### config.mk
export PLATFORM = sky130hd
export DESIGN_NAME = serial_host_register_port
export DESIGN_NICKNAME = d
export VERILOG_FILES = /design/src/rtl/host_pkg.sv /design/src/rtl/serial_host_register_port.sv
export SDC_FILE = /design/constraint.sdc
export NUM_CORES = 1
export LEC_CHECK = 0
export BUFFER_PORTS_ARGS = -buffer_cell sky130_fd_sc_hd__buf_2
export CORE_ASPECT_RATIO = 2
export CORE_MARGIN = 5
export CORE_UTILIZATION = 66
export CTS_CLUSTER_DIAMETER = 50
export CTS_CLUSTER_SIZE = 8
export DETAILED_ROUTE_END_ITERATION = 12
export GPL_TIMING_DRIVEN = 0
export PLACE_DENSITY_LB_ADDON = 0.3
export SETUP_SLACK_MARGIN = 0.4
export SLEW_MARGIN = 25
export SYNTH_ARGS = -nofsm -noshare
export SYNTH_HDL_FRONTEND = slang
export SYNTH_SLANG_ARGS = --single-unit
### constraint.sdc
create_clock -name clk_sys_i -period 4.76 [get_ports clk_sys_i]
set_input_delay 0.476 -clock clk_sys_i [delete_from_list [all_inputs] [get_ports clk_sys_i]]
set_output_delay 0.476 -clock clk_sys_i [all_outputs]
set_load 0.01 [all_outputs]
### src/rtl/host_pkg.sv
// Shared constants and types of the serial register-port host controller.
package host_pkg;

  localparam int unsigned CLK_MHZ     = 100;
  // Half periods of the host-made link clocks, in nanoseconds.
  localparam int unsigned I2C_HALF_NS = 1250;
  localparam int unsigned SPI_HALF_NS = 80;
  // Least half periods round up so the clock never runs above its rate.
  localparam int unsigned I2C_HALF_CYC = (I2C_HALF_NS * CLK_MHZ + 999) / 1000;
  localparam int unsigned SPI_HALF_CYC = (SPI_HALF_NS * CLK_MHZ + 999) / 1000;
  localparam int unsigned TMR_W        = 8;

  localparam int unsigned BYTE_W     = 8;
  localparam int unsigned FIFO_DEPTH = 32;
  localparam logic [2:0]  LAST_BIT   = 3'h7;
  localparam logic [7:0]  ONE_LEFT   = 8'h01;
  localparam logic [7:0]  IDLE_BYTE  = 8'hff;

  localparam logic [7:0]  RESET_CODE  = 8'h7a;
  localparam logic [7:0]  SETPTR_CODE = 8'h7d;
  localparam logic        RW_READ     = 1'b1;
  localparam logic        RW_WRITE    = 1'b0;

  typedef enum logic [2:0] {
    OP_RECV, OP_BWRITE, OP_BREAD, OP_SPI_RESET, OP_SPI_SETPTR, OP_SPI_WRITE, OP_SPI_READ
  } op_t;

  typedef enum logic [2:0] {S_IDLE, S_START, S_LOAD, S_BIT, S_ACK, S_RSTART, S_STOP} state_t;
  typedef enum logic [1:0] {P_DEV, P_REG, P_CMD, P_DATA} phase_t;

  typedef struct packed {
    op_t        op;
    logic       spi_3wire;
    logic [6:0] dev_addr;
    logic [7:0] reg_addr;
    logic [7:0] count;
  } cmd_t;

  typedef struct packed {
    logic       valid;
    logic [7:0] data;
  } rd_beat_t;

endpackage : host_pkg

### src/rtl/serial_host_register_port.sv
// Host controller driving the register port over I2C, 4-wire SPI or 3-wire SPI.
//
// Behaviour
// - Receive byte: start, address with read bit, one byte in, NACK, stop.
// - Block write: start, address with write bit, register, data bytes, stop.
// - Block read: register write, repeated start, read address, ACK all, NACK last.
// - Every SPI command and data unit is an 8-bit packet under chip select.
// - SPI data sampled on rising clock; clock and data idle high.
// - 4-wire SPI sends on master-out while reading master-in at once.
// - SPI write is the write code then one or more data bytes.
// - SPI read is the read code then eight clocks per wanted byte.
// - 3-wire SPI: host drives command byte, data byte driven per direction.
// - The device is selected only by its chip select driven low.
// - Several commands may follow while chip select stays low; this host raises chip select after each command.
`timescale 1ns/1ps

module byte_fifo #(
  parameter int unsigned WIDTH = 8,
  parameter int unsigned DEPTH = 32
) (
  input  wire logic             clk_sys_i,
  input  wire logic             rst_b_i,
  input  wire logic             in_valid_i,
  input  wire logic [WIDTH-1:0] in_data_i,
  output logic                  in_ready_o,
  output logic                  out_valid_o,
  input  wire logic             out_ready_i,
  output logic      [WIDTH-1:0] out_data_o
);
  localparam int unsigned AW = $clog2(DEPTH);

  logic [WIDTH-1:0] mem_q [DEPTH];
  logic [AW-1:0]    wr_q;
  logic [AW-1:0]    rd_q;
  logic [AW:0]      cnt_q;
  logic [AW:0]      cnt_d;
  logic             push;
  logic             pop;

  assign push       = in_valid_i & in_ready_o;
  assign pop        = out_valid_o & out_ready_i;
  assign out_data_o = mem_q[rd_q];

  always_comb begin
    cnt_d = cnt_q;
    if (push && !pop) begin
      cnt_d = cnt_q + 1'b1;
    end else if (pop && !push) begin
      cnt_d = cnt_q - 1'b1;
    end
  end

  always_ff @(posedge clk_sys_i) begin
    if (push) begin
      mem_q[wr_q] <= in_data_i;
    end
  end

  // Ready and valid are registered from the next count so both flags are honest.
  always_ff @(posedge clk_sys_i or negedge rst_b_i) begin
    if (!rst_b_i) begin
      wr_q        <= '0;
      rd_q        <= '0;
      cnt_q       <= '0;
      in_ready_o  <= 1'b1;
      out_valid_o <= 1'b0;
    end else begin
      if (push) begin
        wr_q <= (wr_q == AW'(DEPTH - 1)) ? '0 : wr_q + 1'b1;
      end
      if (pop) begin
        rd_q <= (rd_q == AW'(DEPTH - 1)) ? '0 : rd_q + 1'b1;
      end
      cnt_q       <= cnt_d;
      in_ready_o  <= (cnt_d != (AW + 1)'(DEPTH));
      out_valid_o <= (cnt_d != '0);
    end
  end
endmodule : byte_fifo

module serial_host_register_port #(
  parameter logic [7:0] WRITE_CODE = 8'h01,
  parameter logic [7:0] READ_CODE  = 8'h02
) (
  input  wire logic              clk_sys_i,
  input  wire logic              rst_b_i,
  input  wire logic              cmd_valid_i,
  input  wire host_pkg::cmd_t    cmd_i,
  output logic                   cmd_ready_o,
  input  wire logic              deep_sleep_flag_i,
  input  wire logic              wr_valid_i,
  input  wire logic [7:0]        wr_data_i,
  output logic                   wr_ready_o,
  output host_pkg::rd_beat_t     rd_o,
  output logic                   done_o,
  output logic                   nack_o,
  output logic                   cs_b_o,
  output logic                   sck_o,
  output logic                   mosi_o,
  input  wire logic              miso_i,
  input  wire logic              shared_data_line_i,
  output logic                   shared_data_line_o,
  output logic                   shared_data_line_oe_o,
  input  wire logic              scl_i,
  output logic                   scl_o,
  output logic                   scl_oe_o,
  input  wire logic              sda_i,
  output logic                   sda_o,
  output logic                   sda_oe_o
);
  import host_pkg::*;

  function automatic logic is_i2c(input op_t op);
    return (op == OP_RECV) || (op == OP_BWRITE) || (op == OP_BREAD);
  endfunction : is_i2c

  function automatic logic [7:0] spi_code(input op_t op);
    case (op)
      OP_SPI_RESET:  return RESET_CODE;
      OP_SPI_SETPTR: return SETPTR_CODE;
      OP_SPI_WRITE:  return WRITE_CODE;
      default:       return READ_CODE;
    endcase
  endfunction : spi_code

  // Pin inputs cross from the link into the system clock through two flops.
  logic [3:0] pin_raw;
  logic [3:0] sync1_q;
  logic [3:0] sync2_q;
  assign pin_raw = {scl_i, sda_i, shared_data_line_i, miso_i};

  for (genvar g = 0; g < 4; g++) begin : g_sync
    always_ff @(posedge clk_sys_i or negedge rst_b_i) begin
      if (!rst_b_i) begin
        sync1_q[g] <= 1'b1;
        sync2_q[g] <= 1'b1;
      end else begin
        sync1_q[g] <= pin_raw[g];
        sync2_q[g] <= sync1_q[g];
      end
    end
  end

  logic miso_s, sdl_s, sda_s, scl_s;
  assign {scl_s, sda_s, sdl_s, miso_s} = sync2_q;

  state_t     state_q;
  phase_t     ph_q;
  op_t        op_q;
  logic       spi3_q, rx_q, rw_q, half_q, use_fifo_q;
  logic [6:0] dev_q;
  logic [7:0] reg_q, fixed_q, n_q, sh_q;
  logic [2:0] bit_q;
  logic [TMR_W-1:0] tmr_q, half_len_q;

  logic       i2c, accept, tick, hold, din, ack_bad, byte_end, need_fifo;
  logic       fifo_valid, fifo_pop;
  logic [7:0] fifo_data, rx_byte, load_byte;

  assign i2c       = is_i2c(op_q);
  assign accept    = (state_q == S_IDLE) && cmd_valid_i && cmd_ready_o;
  assign tick      = (tmr_q == '0);
  // A slave holding the clock low stretches the high half.
  assign hold      = i2c && half_q && !scl_s &&
                     (state_q == S_BIT || state_q == S_ACK || state_q == S_STOP);
  assign din       = i2c ? sda_s : (spi3_q ? sdl_s : miso_s);
  assign rx_byte   = i2c ? sh_q : {sh_q[6:0], din};
  assign ack_bad   = !rx_q && sda_s;
  assign byte_end  = tick && half_q &&
                     ((state_q == S_BIT && bit_q == LAST_BIT && !i2c) ||
                      (state_q == S_ACK && !ack_bad));
  assign need_fifo = (ph_q == P_DATA) && !rx_q && use_fifo_q;
  assign fifo_pop  = (state_q == S_LOAD) && tick && need_fifo && fifo_valid;
  assign load_byte = (ph_q == P_REG) ? reg_q :
                     (rx_q ? IDLE_BYTE : (use_fifo_q ? fifo_data : fixed_q));

  byte_fifo #(
    .WIDTH (BYTE_W),
    .DEPTH (FIFO_DEPTH)
  ) u_wr_fifo (
    .clk_sys_i   (clk_sys_i),
    .rst_b_i     (rst_b_i),
    .in_valid_i  (wr_valid_i),
    .in_data_i   (wr_data_i),
    .in_ready_o  (wr_ready_o),
    .out_valid_o (fifo_valid),
    .out_ready_i (fifo_pop),
    .out_data_o  (fifo_data)
  );

  // Half-period timer; the host makes the link clock by this divider.
  always_ff @(posedge clk_sys_i or negedge rst_b_i) begin
    if (!rst_b_i) begin
      tmr_q      <= '0;
      half_len_q <= '0;
    end else if (accept) begin
      half_len_q <= is_i2c(cmd_i.op) ? TMR_W'(I2C_HALF_CYC - 1) : TMR_W'(SPI_HALF_CYC - 1);
      tmr_q      <= is_i2c(cmd_i.op) ? TMR_W'(I2C_HALF_CYC - 1) : TMR_W'(SPI_HALF_CYC - 1);
    end else if (state_q != S_IDLE && !hold) begin
      tmr_q <= tick ? half_len_q : tmr_q - 1'b1;
    end
  end

  always_ff @(posedge clk_sys_i or negedge rst_b_i) begin
    if (!rst_b_i) begin
      state_q     <= S_IDLE;
      ph_q        <= P_DEV;
      op_q        <= OP_RECV;
      {spi3_q, rx_q, rw_q, half_q, use_fifo_q} <= '0;
      dev_q       <= '0;
      reg_q       <= '0;
      fixed_q     <= '0;
      n_q         <= '0;
      sh_q        <= '0;
      bit_q       <= '0;
      cmd_ready_o <= 1'b1;
      rd_o        <= '0;
      done_o      <= 1'b0;
      nack_o      <= 1'b0;
    end else begin
      rd_o.valid <= 1'b0;
      done_o     <= 1'b0;
      nack_o     <= 1'b0;
      if (accept) begin
        op_q       <= cmd_i.op;
        spi3_q     <= cmd_i.spi_3wire;
        dev_q      <= cmd_i.dev_addr;
        reg_q      <= cmd_i.reg_addr;
        rw_q       <= (cmd_i.op == OP_RECV) ? RW_READ : RW_WRITE;
        use_fifo_q <= (cmd_i.op == OP_BWRITE) || (cmd_i.op == OP_SPI_WRITE);
        fixed_q    <= (cmd_i.op == OP_SPI_RESET) ? RESET_CODE : cmd_i.reg_addr;
        n_q        <= (cmd_i.op == OP_RECV || cmd_i.op == OP_SPI_RESET ||
                       cmd_i.op == OP_SPI_SETPTR) ? ONE_LEFT : cmd_i.count;
        half_q     <= 1'b0;
        if (cmd_i.op == OP_RECV && deep_sleep_flag_i) begin
          done_o <= 1'b1;
          nack_o <= 1'b1;
        end else begin
          cmd_ready_o <= 1'b0;
          state_q     <= S_START;
        end
      end else if (tick) begin
        case (state_q)
          S_START: begin
            half_q <= ~half_q;
            if (half_q) begin
              state_q <= S_BIT;
              bit_q   <= '0;
              rx_q    <= 1'b0;
              if (i2c) begin
                sh_q <= {dev_q, rw_q};
                ph_q <= P_DEV;
              end else begin
                sh_q <= spi_code(op_q);
                ph_q <= P_CMD;
              end
            end
          end
          S_LOAD: begin
            if (!need_fifo || fifo_valid) begin
              sh_q    <= load_byte;
              bit_q   <= '0;
              state_q <= S_BIT;
            end
          end
          S_BIT: begin
            half_q <= ~half_q;
            if (half_q) begin
              sh_q <= {sh_q[6:0], din};
              if (bit_q != LAST_BIT) begin
                bit_q <= bit_q + 1'b1;
              end else if (i2c) begin
                state_q <= S_ACK;
              end
            end
          end
          S_ACK: begin
            half_q <= ~half_q;
            if (half_q && ack_bad) begin
              nack_o  <= 1'b1;
              state_q <= S_STOP;
            end
          end
          S_RSTART: begin
            state_q <= S_START;
          end
          S_STOP: begin
            half_q <= ~half_q;
            if (half_q) begin
              state_q     <= S_IDLE;
              cmd_ready_o <= 1'b1;
              done_o      <= 1'b1;
            end
          end
          default: state_q <= S_IDLE;
        endcase
        if (byte_end) begin
          case (ph_q)
            P_DEV: begin
              ph_q    <= rw_q ? P_DATA : P_REG;
              rx_q    <= rw_q;
              state_q <= S_LOAD;
            end
            P_REG: begin
              if (op_q == OP_BREAD) begin
                rw_q    <= RW_READ;
                state_q <= S_RSTART;
              end else begin
                ph_q    <= P_DATA;
                state_q <= S_LOAD;
              end
            end
            P_CMD: begin
              ph_q    <= P_DATA;
              rx_q    <= (op_q == OP_SPI_READ);
              state_q <= S_LOAD;
            end
            default: begin
              if (rx_q) begin
                rd_o.valid <= 1'b1;
                rd_o.data  <= rx_byte;
              end
              n_q     <= n_q - 1'b1;
              state_q <= (n_q == ONE_LEFT) ? S_STOP : S_LOAD;
            end
          endcase
        end
      end
    end
  end

  // Pin levels; each pin is re-registered so outputs leave straight from flops.
  logic in_bit, spi_on, scl_low, sda_low;
  assign in_bit  = (state_q == S_BIT);
  // Each command gets its own select frame; chaining commands under one select is not used.
  assign spi_on  = !i2c && (state_q != S_IDLE);
  assign scl_low = i2c && ((((state_q == S_BIT) || (state_q == S_ACK) ||
                             (state_q == S_STOP)) && !half_q) ||
                           (state_q == S_LOAD) || (state_q == S_RSTART));
  // Reading, the host acknowledges every byte except the last.
  assign sda_low = i2c && (((state_q == S_START) && half_q) || (state_q == S_STOP) ||
                           (in_bit && !rx_q && !sh_q[7]) ||
                           ((state_q == S_ACK) && rx_q && (n_q != ONE_LEFT)));

  always_ff @(posedge clk_sys_i or negedge rst_b_i) begin
    if (!rst_b_i) begin
      cs_b_o                <= 1'b1;
      sck_o                 <= 1'b1;
      mosi_o                <= 1'b1;
      shared_data_line_o    <= 1'b1;
      shared_data_line_oe_o <= 1'b0;
      scl_o                 <= 1'b0;
      scl_oe_o              <= 1'b0;
      sda_o                 <= 1'b0;
      sda_oe_o              <= 1'b0;
    end else begin
      cs_b_o                <= !spi_on;
      sck_o                 <= !(spi_on && in_bit) || half_q;
      mosi_o                <= !(spi_on && in_bit && !spi3_q && !rx_q) || sh_q[7];
      shared_data_line_o    <= sh_q[7];
      // Released for the whole read byte; the device turns the line by counting.
      shared_data_line_oe_o <= spi_on && in_bit && spi3_q && !rx_q;
      scl_o                 <= 1'b0;
      scl_oe_o              <= scl_low;
      sda_o                 <= 1'b0;
      sda_oe_o              <= sda_low;
    end
  end
endmodule : serial_host_register_port

# Yosys cells after proc, flatten, opt, wreduce, memory -nomap -nowiden
# Memories as Yosys holds them, arrays and structs flattened.
# Cells that the tools add are included.
op_classes:
  addsub: 7
  eq_ne: 40
  n_mux: 86
  bitwise_logic: 5
  reduce_logical: 95
ops:
  columns: ["op", "count"]
  rows:
  - ["2-to-1 mux 8 bit", 17]
  - ["2-to-1 mux 3 bit", 16]
  - ["2-to-1 mux 9 bit", 5]
  - ["logical AND 1 bit", 35]
  - ["2-to-1 mux 1 bit", 30]
  - ["inequality test 4 bit, second input constant", 7]
  - ["== test 3 bit, second input constant", 9]
  - ["one-hot mux 8 bit (3 select lines)", 1]
  - ["one-hot mux 7 bit (3 select lines)", 1]
  - ["== test 3 x 2 -> 1 bit, second input constant", 6]
  - ["logical OR 1 bit", 18]
  - ["one-hot mux 3 bit (6 select lines)", 1]
  - ["nonzero test 2 bit", 8]
  - ["subtractor 8 x 1 -> 8 bit, second input constant", 2]
  - ["logical NOT 1 bit", 14]
  - ["2-to-1 mux 2 bit", 6]
  - ["2-to-1 mux 6 bit", 2]
  - ["adder 5 x 1 -> 5 bit, second input constant", 2]
  - ["== test 5 bit, second input constant", 2]
  - ["2-to-1 mux 5 bit", 2]
  - ["== test 3 x 1 -> 1 bit, second input constant", 3]
  - ["logical NOT 3 bit", 3]
  - ["one-hot mux 3 bit (3 select lines)", 1]
  - ["AND reduction 9 bit", 1]
  - ["other kinds (30)", 41]
totals:
  regBits: 116
  ram_bits: 256
  input_bits: 44
  output_inout_bits: 22
  elab_cells: 275
  memories: 1
mem_list:
  columns: ["memory", "depth", "word_bits", "read_ports", "rd_ports_with_merged_regs", "write_ports", "line_no", "text"]
  rows:
  - ["u_wr_fifo.mem_q", 32, 8, 1, 0, 1, "serial_host_register_port.sv:32", "logic [WIDTH-1:0] mem_q [DEPTH];"]

# Depth between registers and ports, before layout
depth:
  depth_word: 10
  ltp_mapped: 9
  ltp_nobuf: 8

# Cells and area by module
# From an unflattened synthesis, not the netlist that was laid out.
hier_totals:
  cells_unflattened: 1206
  area_unflattened_um2: 16044.1
by_module_without_submodules:
  columns: ["module", "instances", "cells_per_inst", "area_each_um2", "seq_area_each_um2"]
  rows:
  - ["byte_fifo", 1, 693, 11229.5, 8139.1]
  - ["serial_host_register_port", 1, 513, 4814.6, 2343.5]

# Worst setup path before layout
# OpenSTA, ideal clock, no wires.
synth_path:
  path_kind: "reg-to-reg"
  start: "register bit_q[0]"
  end: "register state_q[1]"
  setup_time_ps: 124
  arrival_time_ps: 1986
  required_ps: 4636
  setup_slack_ps: 2650
  stages_incl_launch_ff: 9
  path_buffers: 0
  period_less_slack_ps: 2110
  path_cell_list: "dfrtp_1 ha_1 ha_1 and4b_1 a32o_1 and2_1 o31ai_2 a31oi_1 a211o_1"
synth_via:
  elab_chain_len: 8
  word_cells_on_any_way: 17
  classes_between: "eq/ne (9); mux (3); reduce/logical (5)"
synth_lines:
  columns: ["element", "line_no", "text"]
  rows:
  - ["start, declared", "serial_host_register_port.sv:153", "logic [2:0] bit_q;"]
  - ["start signal, assigned", "serial_host_register_port.sv:271", "bit_q <= bit_q + 1'b1;"]
  - ["parallel branches: the longest is 8 deep, another holds AND reduction 9 bit", null, null]
  - ["end signal, assigned", "serial_host_register_port.sv:324", "state_q <= (n_q == ONE_LEFT) ? S_STOP : S_LOAD;"]
  - ["end, declared", "serial_host_register_port.sv:147", "state_t state_q;"]
# Parallel ways; which one is timed is not known. The select of a mux whose other input is x is not followed.
# A chain may end at the register's enable or synchronous reset.

# Final worst setup path
layout_path:
  start: "register u_wr_fifo.rd_q[2]"
  end: "register sh_q[6]"
layout_via:
  elab_chain_len: 6
layout_lines:
  columns: ["element", "line_no", "text"]
  rows:
  - ["start, declared", "serial_host_register_port.sv:34", "logic [AW-1:0] rd_q;"]
  - ["start signal, assigned", "serial_host_register_port.sv:72", "rd_q <= (rd_q == AW'(DEPTH - 1)) ? '0 : rd_q + 1'b1;"]
  - ["memory (32 x 8 bit)", null, null]
  - ["2-to-1 mux 8 bit (2 in series)", "serial_host_register_port.sv:175", "(rx_q ? IDLE_BYTE : (use_fifo_q ? fifo_data : fixed_q));"]
  - ["2-to-1 mux 8 bit", "serial_host_register_port.sv:174", "assign load_byte = (ph_q == P_REG) ? reg_q :"]
  - ["2-to-1 mux 8 bit", "serial_host_register_port.sv:260", "if (!need_fifo || fifo_valid) begin"]
  - ["one-hot mux 8 bit (3 select lines)", "serial_host_register_port.sv:243", "case (state_q)"]
  - ["end signal, assigned", "serial_host_register_port.sv:251", "sh_q <= {dev_q, rw_q};"]
  - ["end signal, assigned", "serial_host_register_port.sv:261", "sh_q <= load_byte;"]
  - ["end signal, assigned", "serial_host_register_port.sv:269", "sh_q <= {sh_q[6:0], din};"]
  - ["end, declared", "serial_host_register_port.sv:152", "logic [7:0] reg_q, fixed_q, n_q, sh_q;"]
# No other way between the ends. The select of a mux whose other input is x is not followed.

==> impl_metrics.py <==
metrics = {
    "status": {
        "status": "finished, final reports clean",
    },
    "floorplan": {
        "die_width_um": 119,
        "io_pins": 66,
        "start_util_pct": 66.6,
        "core_um2": 23700,
        "rows": 80,
        "dieArea_um2": 27300,
        "die_y_um": 229,
    },
    "cts": {
        "clkTransAtPathRegs_ns": 0.05,
        "cts_tree": "yes",
        "cts_setup_buffers": 0,
        "h-tree-depth": 2,
        "cts_made_buffers": 51,
        "cts_sinks": 367,
        "clk_path_buf_depth": 3,
        "cts_root_buf": "clkbuf_16",
        "clk_latency_ns": 0.57,
    },
    "global_routing": {
        "grt_usage_pct": 32.2,
        "grt_pass1_vias": 11100,
        "globalRouteOverflowTotal": 0,
        "grt_max_degree": 59,
        "antenna_found_initial": 0,
        "grt_pass1_wl_mm": 65.2,
    },
    "worst_hold_path": {
        "holdCritPathClass": "primary input to flip-flop",
        "holdPathStages": 1,
        "holdPathEnd": "sync1_q[0]",
        "min_from": "miso_i",
    },
    "routing": {
        "dr.first_iter.drc_count": 1217,
        "drtAntennaViolNets": 0,
        "drt_pass1_iterations": 6,
        "wl_per_cell_um": 27.7,
        "drc_errors": 0,
        "via_count": 10500,
        "post_drt_via_cell_ratio": 6.78,
        "drt-total-wl_mm": 42.8,
    },
    "worst_setup_path": {
        "worstRegToRegCells": 7,
        "slowest_delay_ns": 0.59,
        "r2r_start": "u_wr_fifo.rd_q[2]",
        "slowest_stage": "a211oi_1",
        "crit_path_max_fanout": 10,
        "cp.required_ns": 5.21,
        "r2r-end": "sh_q[6]",
        "worstSetupStartpointType": "flip-flop",
        "crit_arrival_ns": 3.45,
        "r2r_setup_slack_ns": 1.76,
        "crit_chain": "buf_2 -> buf_2 -> buf_2 -> mux4_2 -> a211oi_1 -> a2111oi_0 -> o31a_1",
        "worstSetupEndpointType": "flip-flop",
        "crit_top_cell": "buf_2",
        "critPathKind": "flip-flop to flip-flop",
    },
    "power_and_ir_drop": {
        "p_leak_nw": 6.58,
        "irDropWorstVdd_mv": 0.378,
        "powerDensity_nw_per_um2": 417,
    },
    "synth": {
        "ys_ff_latch": 367,
        "async_reset_ff_share_pct": 30.2,
        "netlist_area_um2": 15800,
        "ys_types": 75,
        "syn_inst": 1106,
        "yosysSeqAreaShare_pct": 66.3,
        "yosys_warnings": 0,
        "netlist.top_cell.by_area": "edfxtp_1",
        "syn_area_per_cell_um2": 14.3,
        "yosysTopAreaCellShare_pct": 48.6,
        "synth_ff_type": "edfxtp_1",
        "synth-edff-count": 256,
        "ys_top_cells_by_area": "edfxtp_1 (49%), dfrtp_1 (15%), mux4_2 (9.8%)",
    },
    "job": {
        "maxCapViolations": 0,
    },
    "sta": {
        "tightestPinTransition_ns": 1.06,
        "hold_violations": 0,
        "fin_crit_ns": 3.00,
        "rsz0062_at_grt": "false",
        "finalClockSkew_ns": 0.0272,
        "slew_violations": 0,
        "relSlewSlack_pct": 29.1,
        "setup_viol": 0,
        "setup_slack_ns": 1.76,
        "fmax_ghz": 0.334,
        "timing.final.crit_share_pct": 63.0,
        "fin_tns_setup_ns": 0,
    },
    "place": {
        "hpwl_mm": 28.3,
        "pre_cts_ws_ns": 1.83,
        "port-buffer-count": 63,
        "gp_congestion": 1.00,
    },
    "cells_and_area": {
        "utilization_pct": 75.7,
        "drive_above_1_share_pct": 19.7,
        "regArea_um2": 10500,
        "multi_input_area_um2": 4940,
        "antennaDiodeCount": 0,
        "syn_to_final_growth_pct": 13.6,
        "nets": 1285,
        "fillers": 1425,
    },
}
critical path, delay by kind of cell (launching register included):
| family | cells | cell delay [ns] |
|---|---|---|
| multiplexers | 1 | 0.41 |
| buffers and inverters | 3 | 1.00 |
| AO/OA/AOI/OAI | 3 | 1.16 |
| flip-flops | 1 | 0.32 |
timing repair:
item / in CTS / in global routing
endpoints found under the hold margin: 57 / 0
hold buffers: 2 / 0
gates resized for setup: 0 / 0
per-layer routing:
layer,up-vias,GRT usage [%],wire length (µm)
met5,-,0,0
met4,0,25.0,3940
met3,208,5.30,2570
met2,611,56.9,22900
met1,5188,33.4,13400
li1,4447,-,-
worst max path at each step:
stage | end | startpoint | depth (start not counted)
detailed placement | sh_q[6] | u_wr_fifo.rd_q[1] | 6
CTS | sh_q[6] | u_wr_fifo.rd_q[1] | 6
global route | sh_q[6] | u_wr_fifo.rd_q[1] | 6
global placement | sh_q[6] | u_wr_fifo.rd_q[1] | 6
finish | sh_q[6] | u_wr_fifo.rd_q[2] | 7
floorplan | state_q[1] | bit_q[0] | 8
flip-flops by register name (all words and copies together), names as in the netlist, 6 cells and up:
name             cells
dev_q                7
fixed_q              8
n_q                  8
rd_o                 9
reg_q                8
sh_q                 8
tmr_q                8
u_wr_fifo.cnt_q      6
u_wr_fifo.mem_q    256
cell type report:
type / count / area share (%)
flip-flops and latches: 367 / 58.4
multi-input cells: 655 / 27.5
clock buffers: 80 / 7.72
repair buffers: 66 / 2.06
well taps: 287 / 2.00
plain buffers: 61 / 1.63
inverters: 24 / 0.502
clock inverters: 3 / 0.146
power breakdown:
| group | internal, W | switching, W |
|---|---|---|
| Clock | 0.00196 | 0.00128 |
| Sequential | 0.00362 | 0.0000783 |
| Combinational | 0.000160 | 0.000377 |
| Total | 0.00574 | 0.00174 |
kinds of logic (layout without fill, tap and decap cells):
| kind of cell | after synthesis | in the layout | synth area share (%) |
|---|---|---|---|
| other cells | 1 | 2 | 0.0237 |
| simple gates | 337 | 337 | 10.2 |
| compound gates | 202 | 202 | 8.15 |
| buf+inv | 85 | 234 | 2.42 |
| flops | 367 | 367 | 66.3 |
| mux | 90 | 90 | 11.2 |
| xor+xnor | 9 | 9 | 0.499 |
| fa+ha+maj | 15 | 15 | 1.19 |
layout by cell type, fill, tap and decap left out, types with 8 or more instances in the layout:
cell type / count
edfxtp_1: 256
a31oi_1: 9
o21ai_0: 67
inv_1: 23
nand2_1: 146
dfrtp_1: 97
clkbuf_16: 51
ha_1: 15
a21o_1: 9
a211oi_1: 11
buf_4: 8
buf_2: 77
nand2b_1: 18
dfstp_2: 14
mux4_2: 69
mux2i_1: 12
nand3_1: 14
nor2b_1: 11
nor2_1: 78
clkbuf_1: 59
a32oi_1: 8
a21oi_1: 35
nor3_1: 15
through the flow:
| stage | hold slack, ns | instances | power, W | area [µm²] |
|---|---|---|---|---|
| global route | 0.00831 | 1543 | 0.00771 | 17900 |
| finish | 0.0120 | 1543 | 0.00748 | 17900 |
| global placement | 0.346 | 1457 | 0.00423 | 16500 |
| floorplan | 0.180 | 1107 | 0.00403 | 15800 |
| CTS | 0.00120 | 1543 | 0.00749 | 17900 |
| detailed placement | 0.347 | 1458 | 0.00426 | 16500 |
Yosys cell counts (all sizes together), types with 16 or more instances:
| library cell | count |
|---|---|
| edfxtp | 256 |
| nand2 | 147 |
| dfrtp | 97 |
| nor2 | 78 |
| o21ai | 74 |
| mux4 | 69 |
| a21oi | 37 |
| buf | 31 |
| clkbuf | 30 |
| inv | 24 |
| nand2b | 18 |
| nor3 | 16 |
No activity file was read; power rests on OpenSTA's default activity.
